`src/rtl/ddcsel_pkg.sv`:
```
// Purpose : Shared constants for first downconverter source, rate and
//           oscillator channel selection.
// Assumes : Registers are 8 bits wide, one per 32-bit Wishbone word.
// Notes   : Byte address of a register is four times its index.
package ddcsel_pkg;
  // ----------------------------------------------------------------
  // Register indices (byte address = index * 4)
  // ----------------------------------------------------------------
  localparam logic [9:0] IDX_RATE_CTRL = 10'h310;
  localparam logic [9:0] IDX_SRC_RATE  = 10'h311;
  localparam logic [9:0] IDX_OSC_CHAN  = 10'h314;
  localparam logic [9:0] IDX_STATUS    = 10'h3f0;

  // ----------------------------------------------------------------
  // Reset values and write masks
  // ----------------------------------------------------------------
  localparam logic [3:0] RST_RATE_CTRL  = 4'h0;
  localparam logic [7:0] RST_SRC_RATE   = 8'h00;
  localparam logic [7:0] RST_OSC_CHAN   = 8'h00;
  localparam logic [7:0] SRC_RATE_WMASK = 8'hf5; // Bits 3 and 1 reserved

  // ----------------------------------------------------------------
  // Field positions
  // ----------------------------------------------------------------
  localparam int MAIN_SEL_MSB = 2;
  localparam int REAL_BIT     = 3;
  localparam int EXT_MSB      = 7;
  localparam int EXT_LSB      = 4;
  localparam int Q_SRC_BIT    = 2;
  localparam int I_SRC_BIT    = 0;
  localparam int MODE_MSB     = 7;
  localparam int MODE_LSB     = 4;
  localparam int CHAN_MSB     = 3;
  localparam int ST_REAL_BIT  = 5;
  localparam int ST_OK_BIT    = 4;

  // ----------------------------------------------------------------
  // Rate codes, stage masks and channel source modes
  // ----------------------------------------------------------------
  localparam int STG_W = 7;
  localparam int DEC_W = 6;
  typedef logic [STG_W-1:0] ddcsel_stage_t;
  localparam ddcsel_stage_t STG_HB1 = 7'h01;
  localparam ddcsel_stage_t STG_HB2 = 7'h02;
  localparam ddcsel_stage_t STG_HB3 = 7'h04;
  localparam ddcsel_stage_t STG_HB4 = 7'h08;
  localparam ddcsel_stage_t STG_TB1 = 7'h10;
  localparam ddcsel_stage_t STG_TB2 = 7'h20;
  localparam ddcsel_stage_t STG_FB  = 7'h40;
  localparam logic [2:0] MAIN_EXT = 3'h7;
  localparam logic [3:0] EXT_D48 = 4'h0;
  localparam logic [3:0] EXT_D10 = 4'h2;
  localparam logic [3:0] EXT_D20 = 4'h3;
  localparam logic [3:0] EXT_D40 = 4'h4;
  localparam logic [3:0] EXT_D3  = 4'h7;
  localparam logic [3:0] EXT_D15 = 4'h8;
  localparam logic [3:0] EXT_D30 = 4'h9;
  localparam logic [3:0] MODE_REG    = 4'h0;
  localparam logic [3:0] MODE_BA_1ST = 4'h1;
  localparam logic [3:0] MODE_BA_2ND = 4'h2;
  localparam logic [3:0] MODE_AA     = 4'h3;
  localparam logic [3:0] MODE_BB     = 4'h4;
  localparam logic [3:0] MODE_ILV_X  = 4'h5;
  localparam logic [3:0] MODE_ILV_Y  = 4'h6;
  localparam logic [3:0] MODE_EDGE_0 = 4'h8; // Edge modes 8..11
endpackage : ddcsel_pkg

```
`src/rtl/ddcsel_top.sv`:
```
// Purpose : Source, rate and oscillator channel configuration of the
//           first downconverter, reached over classic Wishbone.
// Assumes : One 125 MHz clock; pins synchronous; 8-bit registers in
//           the low byte of each 32-bit word, byte lane 0 only.
// Notes   : Every output is registered; settings take two edges to show.
//
// Register access over Wishbone is this design's own decision.
`timescale 1ns/1ps
module ddcsel_top
  import ddcsel_pkg::*;
(
  input  wire logic             sys_clk_in,
  input  wire logic             rst_b_in,
  input  wire logic             wb_cyc_in,
  input  wire logic             wb_stb_in,
  input  wire logic             wb_we_in,
  input  wire logic [11:0]      wb_adr_in,
  input  wire logic [3:0]       wb_sel_in,
  input  wire logic [31:0]      wb_dat_in,
  output logic      [31:0]      wb_dat_out,
  output logic                  wb_ack_out,
  input  wire logic             pin_a_first_in,
  input  wire logic             pin_a_second_in,
  input  wire logic             pin_b_first_in,
  input  wire logic             pin_b_second_in,
  output logic      [STG_W-1:0] stage_en_out,
  output logic      [DEC_W-1:0] decim_factor_out,
  output logic                  rate_ok_out,
  output logic                  real_only_out,
  output logic                  i_src_b_out,
  output logic                  q_src_b_out,
  output logic      [3:0]       nco_chan_out
);
  // ----------------------------------------------------------------
  // Bus decode
  // ----------------------------------------------------------------
  logic [9:0]       idx;
  logic             req;
  logic             wr_go;
  logic             ack_q;
  logic [31:0]      rdat_q;
  logic [3:0]       rate_ctrl_q;
  logic [7:0]       src_rate_q;
  logic [7:0]       osc_q;
  logic [7:0]       rd_byte;
  ddcsel_stage_t    stage_c;
  logic [DEC_W-1:0] decim_c;
  logic             ok_c;
  logic [3:0]       chan_c;
  logic [3:0]       cnt_c;
  logic             edge_c;
  logic [3:0]       pins;

  // Word index; the two low address bits are don't-care
  assign idx   = wb_adr_in[11:2];
  assign req   = wb_cyc_in && wb_stb_in && !ack_q;
  // Writes land on the edge that raises ack, lane 0 only
  assign wr_go = req && wb_we_in && wb_sel_in[0];
  assign pins  = {pin_b_second_in, pin_b_first_in, pin_a_second_in, pin_a_first_in};

  // ----------------------------------------------------------------
  // Acknowledge: one wait state, dropped the cycle after
  // ----------------------------------------------------------------
  // Gating by ack_q stops a held request being taken twice
  always_ff @(posedge sys_clk_in) begin
    if (!rst_b_in) begin
      ack_q <= 1'b0;
    end else begin
      ack_q <= req;
    end
  end
  assign wb_ack_out = ack_q;

  // ----------------------------------------------------------------
  // Configuration registers
  // ----------------------------------------------------------------
  // Main rate select and real enable, kept here since the rate logic needs them
  always_ff @(posedge sys_clk_in) begin
    if (!rst_b_in) begin
      rate_ctrl_q <= RST_RATE_CTRL;
    end else if (wr_go && idx == IDX_RATE_CTRL) begin
      rate_ctrl_q <= wb_dat_in[3:0];
    end
  end

  // Source and extended rate; reserved bits stay zero
  always_ff @(posedge sys_clk_in) begin
    if (!rst_b_in) begin
      src_rate_q <= RST_SRC_RATE;
    end else if (wr_go && idx == IDX_SRC_RATE) begin
      src_rate_q <= wb_dat_in[7:0] & SRC_RATE_WMASK;
    end
  end

  // Oscillator channel control, fully read-write
  always_ff @(posedge sys_clk_in) begin
    if (!rst_b_in) begin
      osc_q <= RST_OSC_CHAN;
    end else if (wr_go && idx == IDX_OSC_CHAN) begin
      osc_q <= wb_dat_in[7:0];
    end
  end

  // ----------------------------------------------------------------
  // Read path
  // ----------------------------------------------------------------
  // Unmapped words read as zero and still acknowledge
  always_comb begin
    unique case (idx)
      IDX_RATE_CTRL: rd_byte = {4'h0, rate_ctrl_q};
      IDX_SRC_RATE:  rd_byte = src_rate_q;
      IDX_OSC_CHAN:  rd_byte = osc_q;
      IDX_STATUS:    rd_byte = {2'h0, real_only_out, rate_ok_out, nco_chan_out};
      default:       rd_byte = 8'h00;
    endcase
  end

  // Data is captured with ack so it is stable while ack is high
  always_ff @(posedge sys_clk_in) begin
    if (!rst_b_in) begin
      rdat_q <= 32'h0000_0000;
    end else if (req) begin
      rdat_q <= {24'h00_0000, rd_byte};
    end
  end
  assign wb_dat_out = rdat_q;

  // ----------------------------------------------------------------
  // Rate and channel logic
  // ----------------------------------------------------------------
  ddcsel_rate_decode u_rate (
    .main_sel_in (rate_ctrl_q[MAIN_SEL_MSB:0]),
    .ext_code_in (src_rate_q[EXT_MSB:EXT_LSB]),
    .real_in     (rate_ctrl_q[REAL_BIT]),
    .stage_out   (stage_c),
    .decim_out   (decim_c),
    .ok_out      (ok_c)
  );

  ddcsel_chan_sel u_chan (
    .sys_clk_in    (sys_clk_in),
    .rst_b_in      (rst_b_in),
    .mode_in       (osc_q[MODE_MSB:MODE_LSB]),
    .chan_field_in (osc_q[CHAN_MSB:0]),
    .pins_in       (pins),
    .chan_out      (chan_c),
    .cnt_out       (cnt_c),
    .edge_mode_out (edge_c)
  );

  // Rate outputs registered; the decode is a deep mux
  always_ff @(posedge sys_clk_in) begin
    if (!rst_b_in) begin
      stage_en_out     <= '0;
      decim_factor_out <= '0;
      rate_ok_out      <= 1'b0;
      real_only_out    <= 1'b0;
    end else begin
      stage_en_out     <= stage_c;
      decim_factor_out <= decim_c;
      rate_ok_out      <= ok_c;
      real_only_out    <= rate_ctrl_q[REAL_BIT];
    end
  end

  // Path sources: clear is channel A, set is channel B
  always_ff @(posedge sys_clk_in) begin
    if (!rst_b_in) begin
      i_src_b_out <= 1'b0;
      q_src_b_out <= 1'b0;
    end else begin
      i_src_b_out <= src_rate_q[I_SRC_BIT];
      q_src_b_out <= src_rate_q[Q_SRC_BIT];
    end
  end

  // Active channel, one of sixteen
  always_ff @(posedge sys_clk_in) begin
    if (!rst_b_in) begin
      nco_chan_out <= 4'h0;
    end else begin
      nco_chan_out <= chan_c;
    end
  end

  logic [2:0] main_s;
  logic [3:0] ext_s;
  logic [3:0] mode_s;
  logic       real_s;
  assign main_s = rate_ctrl_q[MAIN_SEL_MSB:0];
  assign ext_s  = src_rate_q[EXT_MSB:EXT_LSB];
  assign mode_s = osc_q[MODE_MSB:MODE_LSB];
  assign real_s = rate_ctrl_q[REAL_BIT];
endmodule : ddcsel_top

```
`src/rtl/ddcsel_rate_decode.sv`:
```
// Purpose : Decode rate codes into filter stage enables and decimation.
// Assumes : Purely combinational; the caller registers the results.
// Notes   : Unsupported combinations give zero stages and ok low.
`timescale 1ns/1ps
module ddcsel_rate_decode
  import ddcsel_pkg::*;
(
  input  wire logic [2:0]       main_sel_in,
  input  wire logic [3:0]       ext_code_in,
  input  wire logic             real_in,
  output ddcsel_stage_t         stage_out,
  output logic      [DEC_W-1:0] decim_out,
  output logic                  ok_out
);
  // ----------------------------------------------------------------
  // Stage table: complex factor, real output allowed or not
  // ----------------------------------------------------------------
  ddcsel_stage_t    stage;
  logic [DEC_W-1:0] full;
  logic             half_ok;

  always_comb begin
    stage   = '0;
    full    = '0;
    half_ok = 1'b0;
    unique case (main_sel_in)
      3'h0: begin stage = STG_HB1 | STG_HB2; full = 6'h04; half_ok = 1'b1; end
      3'h1: begin stage = STG_HB1 | STG_HB2 | STG_HB3; full = 6'h08; half_ok = 1'b1; end
      3'h2: begin stage = STG_HB1 | STG_HB2 | STG_HB3 | STG_HB4; full = 6'h10; half_ok = 1'b1; end
      3'h3: begin stage = STG_HB1; full = 6'h02; half_ok = 1'b1; end
      3'h4: begin stage = STG_HB1 | STG_TB2; full = 6'h06; half_ok = 1'b1; end
      3'h5: begin stage = STG_HB1 | STG_HB2 | STG_TB2; full = 6'h0c; half_ok = 1'b1; end
      3'h6: begin
        stage   = STG_HB1 | STG_HB2 | STG_HB3 | STG_TB2;
        full    = 6'h18;
        half_ok = 1'b1;
      end
      MAIN_EXT: begin
        // Extended code only matters here
        unique case (ext_code_in)
          EXT_D48: begin // By 48, or 24 real
            stage   = STG_TB2 | STG_HB4 | STG_HB3 | STG_HB2 | STG_HB1;
            full    = 6'h30;
            half_ok = 1'b1;
          end
          EXT_D10: begin stage = STG_FB | STG_HB1; full = 6'h0a; half_ok = 1'b1; end
          EXT_D20: begin stage = STG_FB | STG_HB2 | STG_HB1; full = 6'h14; half_ok = 1'b1; end
          EXT_D40: begin
            stage   = STG_FB | STG_HB3 | STG_HB2 | STG_HB1;
            full    = 6'h28;
            half_ok = 1'b1;
          end
          EXT_D3:  begin stage = STG_TB1; full = 6'h03; end // No real variant
          EXT_D15: begin stage = STG_FB | STG_TB1; full = 6'h0f; end
          EXT_D30: begin stage = STG_HB2 | STG_FB | STG_TB1; full = 6'h1e; end
          default: begin stage = '0; full = '0; half_ok = 1'b0; end
        endcase
      end
    endcase
  end

  // Real output halves the rate where allowed
  always_comb begin
    ok_out    = (full != '0) && (!real_in || half_ok);
    stage_out = ok_out ? stage : '0;
    decim_out = !ok_out ? '0 : (real_in ? (full >> 1) : full);
  end
endmodule : ddcsel_rate_decode

```
`src/rtl/ddcsel_chan_sel.sv`:
```
// Purpose : Pick the active oscillator channel from register, pins or counter.
// Assumes : Pins are synchronous to sys_clk_in.
// Notes   : Counter is held at zero outside the edge modes.
`timescale 1ns/1ps
module ddcsel_chan_sel
  import ddcsel_pkg::*;
(
  input  wire logic       sys_clk_in,
  input  wire logic       rst_b_in,
  input  wire logic [3:0] mode_in,
  input  wire logic [3:0] chan_field_in,
  input  wire logic [3:0] pins_in,     // {b_second, b_first, a_second, a_first}
  output logic      [3:0] chan_out,
  output logic      [3:0] cnt_out,
  output logic            edge_mode_out
);
  // ----------------------------------------------------------------
  // Rising edge detection, one flop per pin
  // ----------------------------------------------------------------
  logic [3:0] prev_q;
  logic [3:0] rise;
  logic [3:0] cnt_q;
  logic       step;

  genvar g;
  generate
    for (g = 0; g < 4; g++) begin : g_pin
      always_ff @(posedge sys_clk_in) begin
        if (!rst_b_in) begin
          prev_q[g] <= 1'b0;
        end else begin
          prev_q[g] <= pins_in[g];
        end
      end
      assign rise[g] = pins_in[g] & ~prev_q[g];
    end
  endgenerate

  // Modes 8..11 pick pins a_first, a_second, b_first, b_second
  assign edge_mode_out = (mode_in[3:2] == MODE_EDGE_0[3:2]);
  assign step          = edge_mode_out && rise[mode_in[1:0]];

  // Counter wraps to zero after reaching the channel field
  always_ff @(posedge sys_clk_in) begin
    if (!rst_b_in) begin
      cnt_q <= 4'h0;
    end else if (!edge_mode_out) begin
      cnt_q <= 4'h0;
    end else if (step) begin
      cnt_q <= (cnt_q >= chan_field_in) ? 4'h0 : cnt_q + 4'h1;
    end
  end
  assign cnt_out = cnt_q;

  // Channel source mux; reserved modes use the register field
  always_comb begin
    unique case (mode_in)
      MODE_REG:    chan_out = chan_field_in;
      MODE_BA_1ST: chan_out = {2'h0, pins_in[2], pins_in[0]};
      MODE_BA_2ND: chan_out = {2'h0, pins_in[3], pins_in[1]};
      MODE_AA:     chan_out = {2'h0, pins_in[1], pins_in[0]};
      MODE_BB:     chan_out = {2'h0, pins_in[3], pins_in[2]};
      MODE_ILV_X:  chan_out = {pins_in[3], pins_in[1], pins_in[2], pins_in[0]};
      MODE_ILV_Y:  chan_out = pins_in;
      4'h8, 4'h9, 4'ha, 4'hb: chan_out = cnt_q;
      default:     chan_out = chan_field_in;
    endcase
  end
endmodule : ddcsel_chan_sel

```
`config.mk`:
```
export PLATFORM = sky130hd
export DESIGN_NAME = ddcsel_top
export DESIGN_NICKNAME = d
export VERILOG_FILES = /design/src/rtl/ddcsel_pkg.sv /design/src/rtl/ddcsel_top.sv /design/src/rtl/ddcsel_rate_decode.sv /design/src/rtl/ddcsel_chan_sel.sv
export SDC_FILE = /design/constraint.sdc
export NUM_CORES = 1
export LEC_CHECK = 0
export BUFFER_PORTS_ARGS = -buffer_cell sky130_fd_sc_hd__buf_2
export CAP_MARGIN = 30
export CORE_MARGIN = 5
export CORE_UTILIZATION = 45
export DETAILED_ROUTE_END_ITERATION = 7
export PLACE_DENSITY = 0.73
export SYNTH_ARGS = -nofsm -noshare
export SYNTH_HDL_FRONTEND = slang
export SYNTH_SLANG_ARGS = --single-unit
```
`constraint.sdc`:
```
create_clock -name sys_clk_in -period 3.6 [get_ports sys_clk_in]
set_input_delay 0.9 -clock sys_clk_in [delete_from_list [all_inputs] [get_ports sys_clk_in]]
set_output_delay 0.9 -clock sys_clk_in [all_outputs]
set_load 0.05 [all_outputs]
```
# == Word level (Yosys, flattened, before mapping) ==
# Cells that the tools add are included.
# op_classes
div,0
n_mux,12
eq_ne,28
addsub,1
n_reduce_logical,21
n_mul,0
shifts,0
bitwise_logic,10
order_cmp,2
# op_table
op,n
case mux 7 bit (8 select lines),1
case mux 7 bit (7 select lines),1
case mux 6 bit (8 select lines),1
case mux 6 bit (7 select lines),1
equality test 10 bit (second input constant),4
case mux 8 bit (4 select lines),1
case mux 4 bit (7 select lines),1
equality test 4 bit (second input constant),6
equality test 4 x 3 -> 1 bit (second input constant),5
equality test 4 x 2 -> 1 bit (second input constant),4
equality test 3 bit (second input constant),4
logical AND 1 bit,9
OR reduction 4 bit,2
OR reduction 7 bit,1
equality test 3 x 2 -> 1 bit (second input constant),2
inverter 1 bit,6
nonzero test 6 bit,1
two-way mux 5 bit,1
adder 4 x 1 -> 4 bit (second input constant),1
bitwise AND 1 bit,4
equality test 4 x 1 -> 1 bit (second input constant),1
>= comparator 4 bit,1
zero test 4 bit,1
two-way mux 4 bit,1
other kinds (11),14
# totals
regBits,56
latch_bits,0
mem_count,0
ram_bits,0
output_inout_bits,54
romBits,0

# == Longest topological paths before layout ==
# Gate-level depths: netlist of run 1.
# depth
word_depth,8
ltp_mapped,7
ltp_nobuf,7

# == Cells and area by module ==
# Synthesis of run 1 repeated with hierarchy kept, for this count alone.
# unflattened
hier_cells,359
hier_area_um2,3140.5
# by_module_without_submodules
mod,seq_area_each_um2,instances,area_per_inst_um2,cells_each
ddcsel_top,960.9,1,2004.4,206
ddcsel_chan_sel,160.2,1,723.2,88
ddcsel_rate_decode,0.0,1,412.9,65

# == Worst setup path before layout of run 1 ==
# No wires, ideal clock.
# synth_path
path_type,input to register
startpoint,input wb_adr_in[9]
endpoint,register rate_ctrl_q[0]
stages,5
setup_time_ns,0.114
path_slack_ns,1.288
required_time_ns,3.486
arrival_ns,2.198
path_cell_list,or3_4 -> or2_4 -> nor4b_4 -> mux2i_1 -> nor2_1
# synth_between
elab_chain_cells,2
# synth_rtl
element,line_no,rtl
"start, declared",ddcsel_top.sv:17,"input wire logic [11:0] wb_adr_in,"
equality test 10 bit,ddcsel_top.sv:81,end else if (wr_go && idx == IDX_RATE_CTRL) begin
logical AND 1 bit,ddcsel_top.sv:81,
"end signal, assigned",ddcsel_top.sv:82,rate_ctrl_q <= wb_dat_in[3:0];
"end, declared",ddcsel_top.sv:42,logic [3:0] rate_ctrl_q;
# No other way between the ends.
# A chain may end at the register's enable or synchronous reset.

# == Worst setup path after layout of run 1 ==
# layout_path
startpoint,input wb_adr_in[9]
endpoint,register osc_q[7]
# layout_between
elab_chain_cells,2
# layout_rtl
element,line_no,rtl
equality test 10 bit,ddcsel_top.sv:99,end else if (wr_go && idx == IDX_OSC_CHAN) begin
logical AND 1 bit,ddcsel_top.sv:99,
"end signal, assigned",ddcsel_top.sv:100,osc_q <= wb_dat_in[7:0];
"end, declared",ddcsel_top.sv:44,logic [7:0] osc_q;
# No other way between the ends.

==> results of run 1 <==
==> metal layers <==
layer | GRT usage | routed length [um]
met2 | 0.247 | 3100
met5 | 0 | 0
met1 | 0.231 | 3300
met3 | 0.0346 | 482
met4 | 0.0391 | 63
==> placed cells by master (no fill, tap or decap), types with 6 or more instances in the layout <==
| cell | synthesis | routed |
|---|---|---|
| sky130_fd_sc_hd__buf_2 | 1 | 57 |
| sky130_fd_sc_hd__dfxtp_1 | 56 | 56 |
| sky130_fd_sc_hd__nor2_1 | 42 | 42 |
| sky130_fd_sc_hd__mux2i_1 | 25 | 25 |
| sky130_fd_sc_hd__conb_1 | 1 | 24 |
| sky130_fd_sc_hd__nand2_1 | 20 | 20 |
| sky130_fd_sc_hd__o21ai_0 | 16 | 16 |
| sky130_fd_sc_hd__nand3_1 | 16 | 16 |
| sky130_fd_sc_hd__a21oi_1 | 14 | 14 |
| sky130_fd_sc_hd__inv_1 | 12 | 12 |
| sky130_fd_sc_hd__and2_1 | 8 | 8 |
| sky130_fd_sc_hd__nor3_1 | 7 | 7 |
| sky130_fd_sc_hd__nor2b_1 | 6 | 6 |
==> worst paths after layout <==
check | endpoint | slack, ns | depth (start not counted) | startpoint
min | wb_dat_out[1] | 0.48 | 2 | wb_dat_out[1]
max | osc_q[7] | 1.30 | 6 | wb_adr_in[9]
max reg2reg | decim_factor_out[1] | 1.61 | 5 | src_rate_q[7]
min reg2reg | wb_dat_out[1] | 0.48 | 2 | wb_dat_out[1]
==> flip-flops by register name, indices dropped and copies added, names as in the netlist <==
name              cells
decim_factor_out      6
i_src_b_out           1
nco_chan_out          4
osc_q                 8
q_src_b_out           1
rate_ctrl_q           4
rate_ok_out           1
real_only_out         1
src_rate_q            6
stage_en_out          7
u_chan.cnt_out        4
u_chan.prev_q         4
wb_ack_out            1
wb_dat_out            8
==> cell type report <==
| type | count | area [sq um] | share of cell area |
|---|---|---|---|
| clock buffers | 6 | 72.6 | 0.0214 |
| clock inverters | 2 | 35.0 | 0.0103 |
| inverters | 12 | 45.0 | 0.0133 |
| multi-input cells | 266 | 1700 | 0.501 |
| flip-flops and latches | 56 | 1120 | 0.330 |
| well taps | 96 | 120 | 0.0354 |
| repair buffers | 59 | 300 | 0.0885 |
==> logic make-up after synthesis <==
logic type | count (synthesis)
AND/OR/NAND/NOR | 129
AO/OA/AOI/OAI | 78
buffers and inverters | 63
flip-flops | 56
multiplexers | 26
adder cells (fa/ha/maj) | 6
XOR/XNOR | 3
other | 1
==> critical path: stages <==
cell	delay, ns
sky130_fd_sc_hd__buf_2	0.11
sky130_fd_sc_hd__or3_4	0.40
sky130_fd_sc_hd__nor4_4	0.40
sky130_fd_sc_hd__nand3_2	0.37
sky130_fd_sc_hd__mux2i_1	0.26
sky130_fd_sc_hd__nor2_1	0.05
==> through the flow <==
stage | instance area [sq um] | std cells
2_1_floorplan | 3220 | 385
3_3_place_gp | 3290 | 489
3_5_place_dp | 3290 | 489
4_1_cts | 3390 | 497
5_1_grt | 3390 | 497
6_report | 3390 | 497
==> power by group through the flow <==
stage	Clock, mW	Combinational (mW)	Sequential, mW
floorplan	0	0.108	0.650
global placement	0	0.121	0.640
detailed placement	0	0.122	0.640
CTS	0.411	0.122	0.626
global route	0.441	0.131	0.627
finish	0.402	0.123	0.626
==> metrics.log, run 1 <==
[metrics] total detailed-routing wirelength: 6.95 mm
[metrics] vias after detailed routing: between 2000 and 3000
[metrics] switching share of total power: 0.258
[metrics] post-synthesis register bit count: between 50 and 60
[metrics] remaining design rule violation count: 0
[metrics] share of Yosys cell area claimed by the top area cell type: 0.358
[metrics] signed area change from the synthesized netlist to the final layout: 8.22%
[metrics] cell internal power dissipation: 854 uW
[metrics] fraction of power consumed by sequential logic: 0.544
[metrics] Period minus WS final: 2.30 ns
[metrics] prevailing post-synth register cell: sky130_fd_sc_hd__dfxtp_1
[metrics] element type at the critical path start: primary input
[metrics] RSZ-0062 raised after global routing: false
[metrics] Yosys warning total: 0
[metrics] antenna cell count: 0
[metrics] endpoint kind of the worst setup timing path: flip-flop
[metrics] share of synthesized registers carrying an async set or reset: 0
[metrics] die extent in y: about 93 um
[metrics] Final Core Density: 0.499
[metrics] via count of the first global-routing pass: 2307
[metrics] cell at the root of the clock tree: sky130_fd_sc_hd__clkbuf_8
[metrics] remaining antenna violation count after routing: 0
[metrics] port buffer count: between 50 and 60
[metrics] total design power: 1.15 mW
[metrics] Clock Pin Slew Worst Setup and Hold Paths: 0.10 ns
[metrics] highest achievable clock rate: 435 MHz
[metrics] Synth Area in Compound Gates: 0.176
[metrics] pin slew with the least headroom to its limit: 0.624 ns
[metrics] Vias per Instance: 5.15
[metrics] Worst Path Class, Setup: primary input to flip-flop
[metrics] arrival time of data at the critical path endpoint: approximately 2.5 ns
[metrics] adder-cell area share of the yosys netlist: 0.0231
[metrics] sequential area share after synthesis: 0.358
[metrics] Mean Syn Cell Area: 8.66 sq um
[metrics] Power Density: 339 nW/um^2
[metrics] Leak: 1.47 nW
[metrics] post-synthesis mux area share: 0.0834
[metrics] floorplan core area: 6790 sq um
[metrics] layout cells sized above 1: 0.197
[metrics] Max-cap violations: 0
[metrics] dominant combinational cell family by area after synthesis: simple AND/OR/NAND/NOR gates
[metrics] worst min-delay path category: flip-flop to flip-flop
[metrics] worst clock skew: approximately 0.0084 ns
[metrics] Nets: 462
[metrics] gate count after technology mapping: 362
[metrics] final global-route overflow total: 0
[metrics] leading cell type by number of instances after synthesis: sky130_fd_sc_hd__dfxtp_1
[metrics] post-route setup TNS: 0 ns
[metrics] dominant cell type by area after synthesis: sky130_fd_sc_hd__dfxtp_1
[metrics] detailed router's first-iteration violation count: between 150 and 200
[metrics] Die Wd: 93.5 um
[metrics] Final period util: 0.639
[metrics] # fillers: 655
[metrics] Max Buffers Root-to-Sink: 2
[metrics] switching power of the nets: 297 uW
[metrics] Row Count: 30
[metrics] initial core utilization: 0.462
[metrics] RD Place Congestion: between 0.8 and 0.9
[metrics] run status: finished clean
[metrics] Final WS setup: roughly 1.3 ns
[metrics] CP max FO: 8
[metrics] number of setup buffers added after CTS: 0
[metrics] Post-Place Setup Slack: 0.978 ns
[metrics] global-route wire length before repair: 11.5 mm
[metrics] area share of and/or/nand/nor cells after synthesis: 0.223
[metrics] required time of the critical path: 3.80 ns
[metrics] number of hold buffers added after CTS: 0
[metrics] Setup Viol. Count Final: 0
[metrics] fin. max-slew vios: 0
[metrics] sinks on the clock net: 56
[metrics] Worst-Skew Late Latency: 0.30 ns
[metrics] biggest area contributors in the synthesized netlist: sky130_fd_sc_hd__dfxtp_1, sky130_fd_sc_hd__mux2i_1, sky130_fd_sc_hd__buf_4
[metrics] worst hold slack: between 0.4 and 0.5 ns
[metrics] top-level I/O count: 111
[metrics] Rel. slew slack: 0.584
[metrics] Post-synth top cells: sky130_fd_sc_hd__dfxtp_1, sky130_fd_sc_hd__nor2_1, sky130_fd_sc_hd__buf_4, sky130_fd_sc_hd__mux2i_1, sky130_fd_sc_hd__nand2_1
[metrics] Post-synth EDFFs: 0
[metrics] H-tree lvl count: 2
[metrics] number of clock buffers inserted by TritonCTS: 5
[metrics] initial antenna violation count: 0
[metrics] overall global routing resource usage: 0.162
[metrics] overall die area: between 8000 and 9000 sq um
[metrics] worst vdd rail ir drop: 0.000164 V
[metrics] Post-Syn Area: 3140 sq um
[metrics] Final Hold Viols: 0
[metrics] maximum number of pins on one net before global-route repair: 19
[metrics] DR pass1 iterations: 4
[metrics] fraction of power consumed by combinational cells: 0.107
[metrics] WL/cell: 14.0 um
[metrics] clock group share of total power: 0.349
[metrics] Synth Area in XOR/XNOR: 0.00838
[metrics] count of cells resized by post-cts repair: 0
[metrics] count of unique library cells instantiated by Yosys: 66
[metrics] clock tree from TritonCTS: built
[metrics] Detail Placement HPWL: 5.23 mm
Power figures use the tool's default switching activity.
==> inputs of run 2 (changes only) <==
--- a/config.mk
+++ b/config.mk
@@ -10,7 +10,7 @@
 export CORE_MARGIN = 5
 export CORE_UTILIZATION = 45
 export DETAILED_ROUTE_END_ITERATION = 7
-export PLACE_DENSITY = 0.73
+export PLACE_DENSITY = 0.76
 export SYNTH_ARGS = -nofsm -noshare
 export SYNTH_HDL_FRONTEND = slang
 export SYNTH_SLANG_ARGS = --single-unit
==> constraint.sdc (replaced) <==
create_clock -name sys_clk_in -period 2.1 [get_ports sys_clk_in]
set_input_delay 0.525 -clock sys_clk_in [delete_from_list [all_inputs] [get_ports sys_clk_in]]
set_output_delay 0.525 -clock sys_clk_in [all_outputs]
set_load 0.05 [all_outputs]
==> run 2 against run 1 <==
Clock-buffer cell count did not move; critical path depth did not move; clock power grew 71%; highest routed layer unchanged; utilization rose by 1.4 points; final area up 2.9%; total power rose by 72%; non-clock buffer count rose by 13; global-route usage grew 0.90 points; sequential power grew 71%; via count increased by 5.4%.
==> metrics.log, run 2 (synthesized netlist as in run 1, its figures left out) <==
[metrics] layout cells sized above 1: 0.222
[metrics] Nets: 475
[metrics] overall die area: 8740 sq um
[metrics] worst clock skew: 0.0120 ns
[metrics] overall global routing resource usage: 0.171
[metrics] initial core utilization: 0.462
[metrics] detailed router's first-iteration violation count: 241
[metrics] total design power: 1.98 mW
[metrics] sinks on the clock net: 56
[metrics] Hold Startpoint: pin_a_first_in
[metrics] critical-path cell list: buf_2, or3_4, or2_4, o32ai_1, nand3_1, o31ai_1
[metrics] Die Wd: roughly 93 um
[metrics] signed area change from the synthesized netlist to the final layout: 11.3%
[metrics] floorplan core area: around 6800 sq um
[metrics] worst reg2reg endpoint: u_chan.cnt_out[2]
[metrics] endpoint kind of the worst setup timing path: flip-flop
[metrics] GR Layer Usage met3: 0.0306
[metrics] top-level I/O count: 111
[metrics] worst reg2reg setup slack: 0.29 ns
[metrics] number of clock buffers inserted by TritonCTS: 5
[metrics] count of cells resized by post-cts repair: 0
[metrics] Final WS setup: 0.289 ns
[metrics] arrival time of data at the critical path endpoint: between 2 and 2.5 ns
[metrics] vias after detailed routing: 2700
[metrics] CP max FO: 6
[metrics] RSZ-0062 raised after global routing: false
[metrics] number of hold buffers added after CTS: 0
[metrics] final global-route overflow total: 0
[metrics] RR Startpoint: u_chan.cnt_out[0]
[metrics] element type at the critical path start: primary input
[metrics] number of cells in the finished layout apart from fillers: 510
[metrics] Power Density: 566 nW/um^2
[metrics] placed cells: approximately 500
[metrics] required time of the critical path: ~2.3 ns
[metrics] remaining antenna violation count after routing: 0
[metrics] most common cell after layout, fill and taps aside: sky130_fd_sc_hd__buf_2
[metrics] highest-utilization routing layer at the global route stage: met2
[metrics] highest achievable clock rate: 552 MHz
[metrics] Period minus WS final: roughly 1.8 ns
[metrics] Row Count: 30
[metrics] port buffer count: between 50 and 60
[metrics] top library cells by usage in the layout, fill and taps aside: sky130_fd_sc_hd__buf_2, sky130_fd_sc_hd__dfxtp_1, sky130_fd_sc_hd__nor2_1
[metrics] H-tree lvl count: 2
[metrics] Hold Path Cell Cnt: 3
[metrics] number of setup buffers added after CTS: 0
[metrics] Final Hold Viols: 0
[metrics] run status: finished clean
[metrics] initial antenna violation count: 0
[metrics] fin. max-slew vios: 0
[metrics] Clock Pin Slew Worst Setup and Hold Paths: 0.10 ns
[metrics] Post-Place Setup Slack: -0.0440 ns
[metrics] terminating pin of the worst hold path: u_chan.prev_q[0]
[metrics] die extent in y: 93.5 um
[metrics] DR pass1 iterations: 4
[metrics] Vias per Instance: 5.29
[metrics] total detailed-routing wirelength: slightly above 7 mm
[metrics] Worst Path Class, Setup: primary input to flip-flop
[metrics] met2 layer usage reported by global route: 0.284
[metrics] via count of the first global-routing pass: 2598
[metrics] highest-delay cell along the critical path: sky130_fd_sc_hd__or3_4
[metrics] antenna cell count: 0
[metrics] Rel. slew slack: 0.569
[metrics] Max Buffers Root-to-Sink: 2
[metrics] maximum number of pins on one net before global-route repair: 27
[metrics] worst min-delay path category: primary input to flip-flop
[metrics] clock tree from TritonCTS: built
[metrics] Leak: 1.54 nW
[metrics] cell at the root of the clock tree: sky130_fd_sc_hd__clkbuf_8
[metrics] WL/cell: ~14 um
[metrics] max incr delay on CP: 0.39 ns
[metrics] RD Place Congestion: 0.896
[metrics] global-route wire length before repair: 12.2 mm
[metrics] Worst-Skew Late Latency: ~0.31 ns
[metrics] Setup Viol. Count Final: 0
[metrics] worst vdd rail ir drop: 0.000273 V
[metrics] global-route track usage on met1: 0.220
[metrics] Final period util: 0.863
[metrics] pin slew with the least headroom to its limit: ~0.65 ns
[metrics] length in cells of the worst reg-to-reg path: 7
[metrics] Detail Placement HPWL: between 5 and 6 mm
[metrics] Max-cap violations: 0
[metrics] remaining design rule violation count: 0
==> run 2: stage by stage <==
stage	hold WS, ns	setup TNS [ns]	cell area, sq um	utilization
5_1_grt	0.464	0	3490	0.514
3_3_place_gp	0.458	-0.108	3380	0.498
4_1_cts	0.460	0	3490	0.514
2_1_floorplan	0.452	0	3220	-
6_report	0.461	0	3490	0.514
3_5_place_dp	0.472	-0.295	3380	0.498
==> run 2: metal layers <==
layer	share of wire	wire length [um]	vias to the layer above
li1	-	-	1335
met1	0.44	3150	1256
met2	0.47	3420	95
met3	0.067	483	14
met4	0.020	146	0
met5	0	0	-
==> run 2: critical path: cells and delay by family <==
family	cells	cell delay, ns
and+or+nand+nor	3	0.93
AOI/OAI and AO/OA	2	0.47
buffers and inverters	1	0.10
==> run 2: layout make-up <==
cell class,count,area [sq um]
Clock buffer,6,72.6
Fill cell,651,3300
Tap cell,96,120
Timing Repair Buffer,72,398
Sequential cell,56,1120
Multi-Input combinational cell,266,1700
Inverter,12,45.0
Clock inverter,2,35.0
==> run 2: worst max path at each step <==
stage,startpoint,cells past startpoint,slack [ns],end
floorplan,wb_adr_in[9],5,0.16,rate_ctrl_q[0]
finish,wb_adr_in[9],6,0.29,wb_dat_out[1]
detailed placement,wb_adr_in[9],7,-0.04,osc_q[4]
global placement,wb_adr_in[9],7,-0.02,osc_q[6]
global route,u_chan.cnt_out[0],7,0.08,u_chan.cnt_out[2]
CTS,wb_adr_in[9],7,0.29,osc_q[4]
==> run 2: where the power goes <==
group          internal [mW]  switching, mW
Clock                  0.354          0.333
Combinational         0.0436          0.174
Sequential              1.07        0.00267
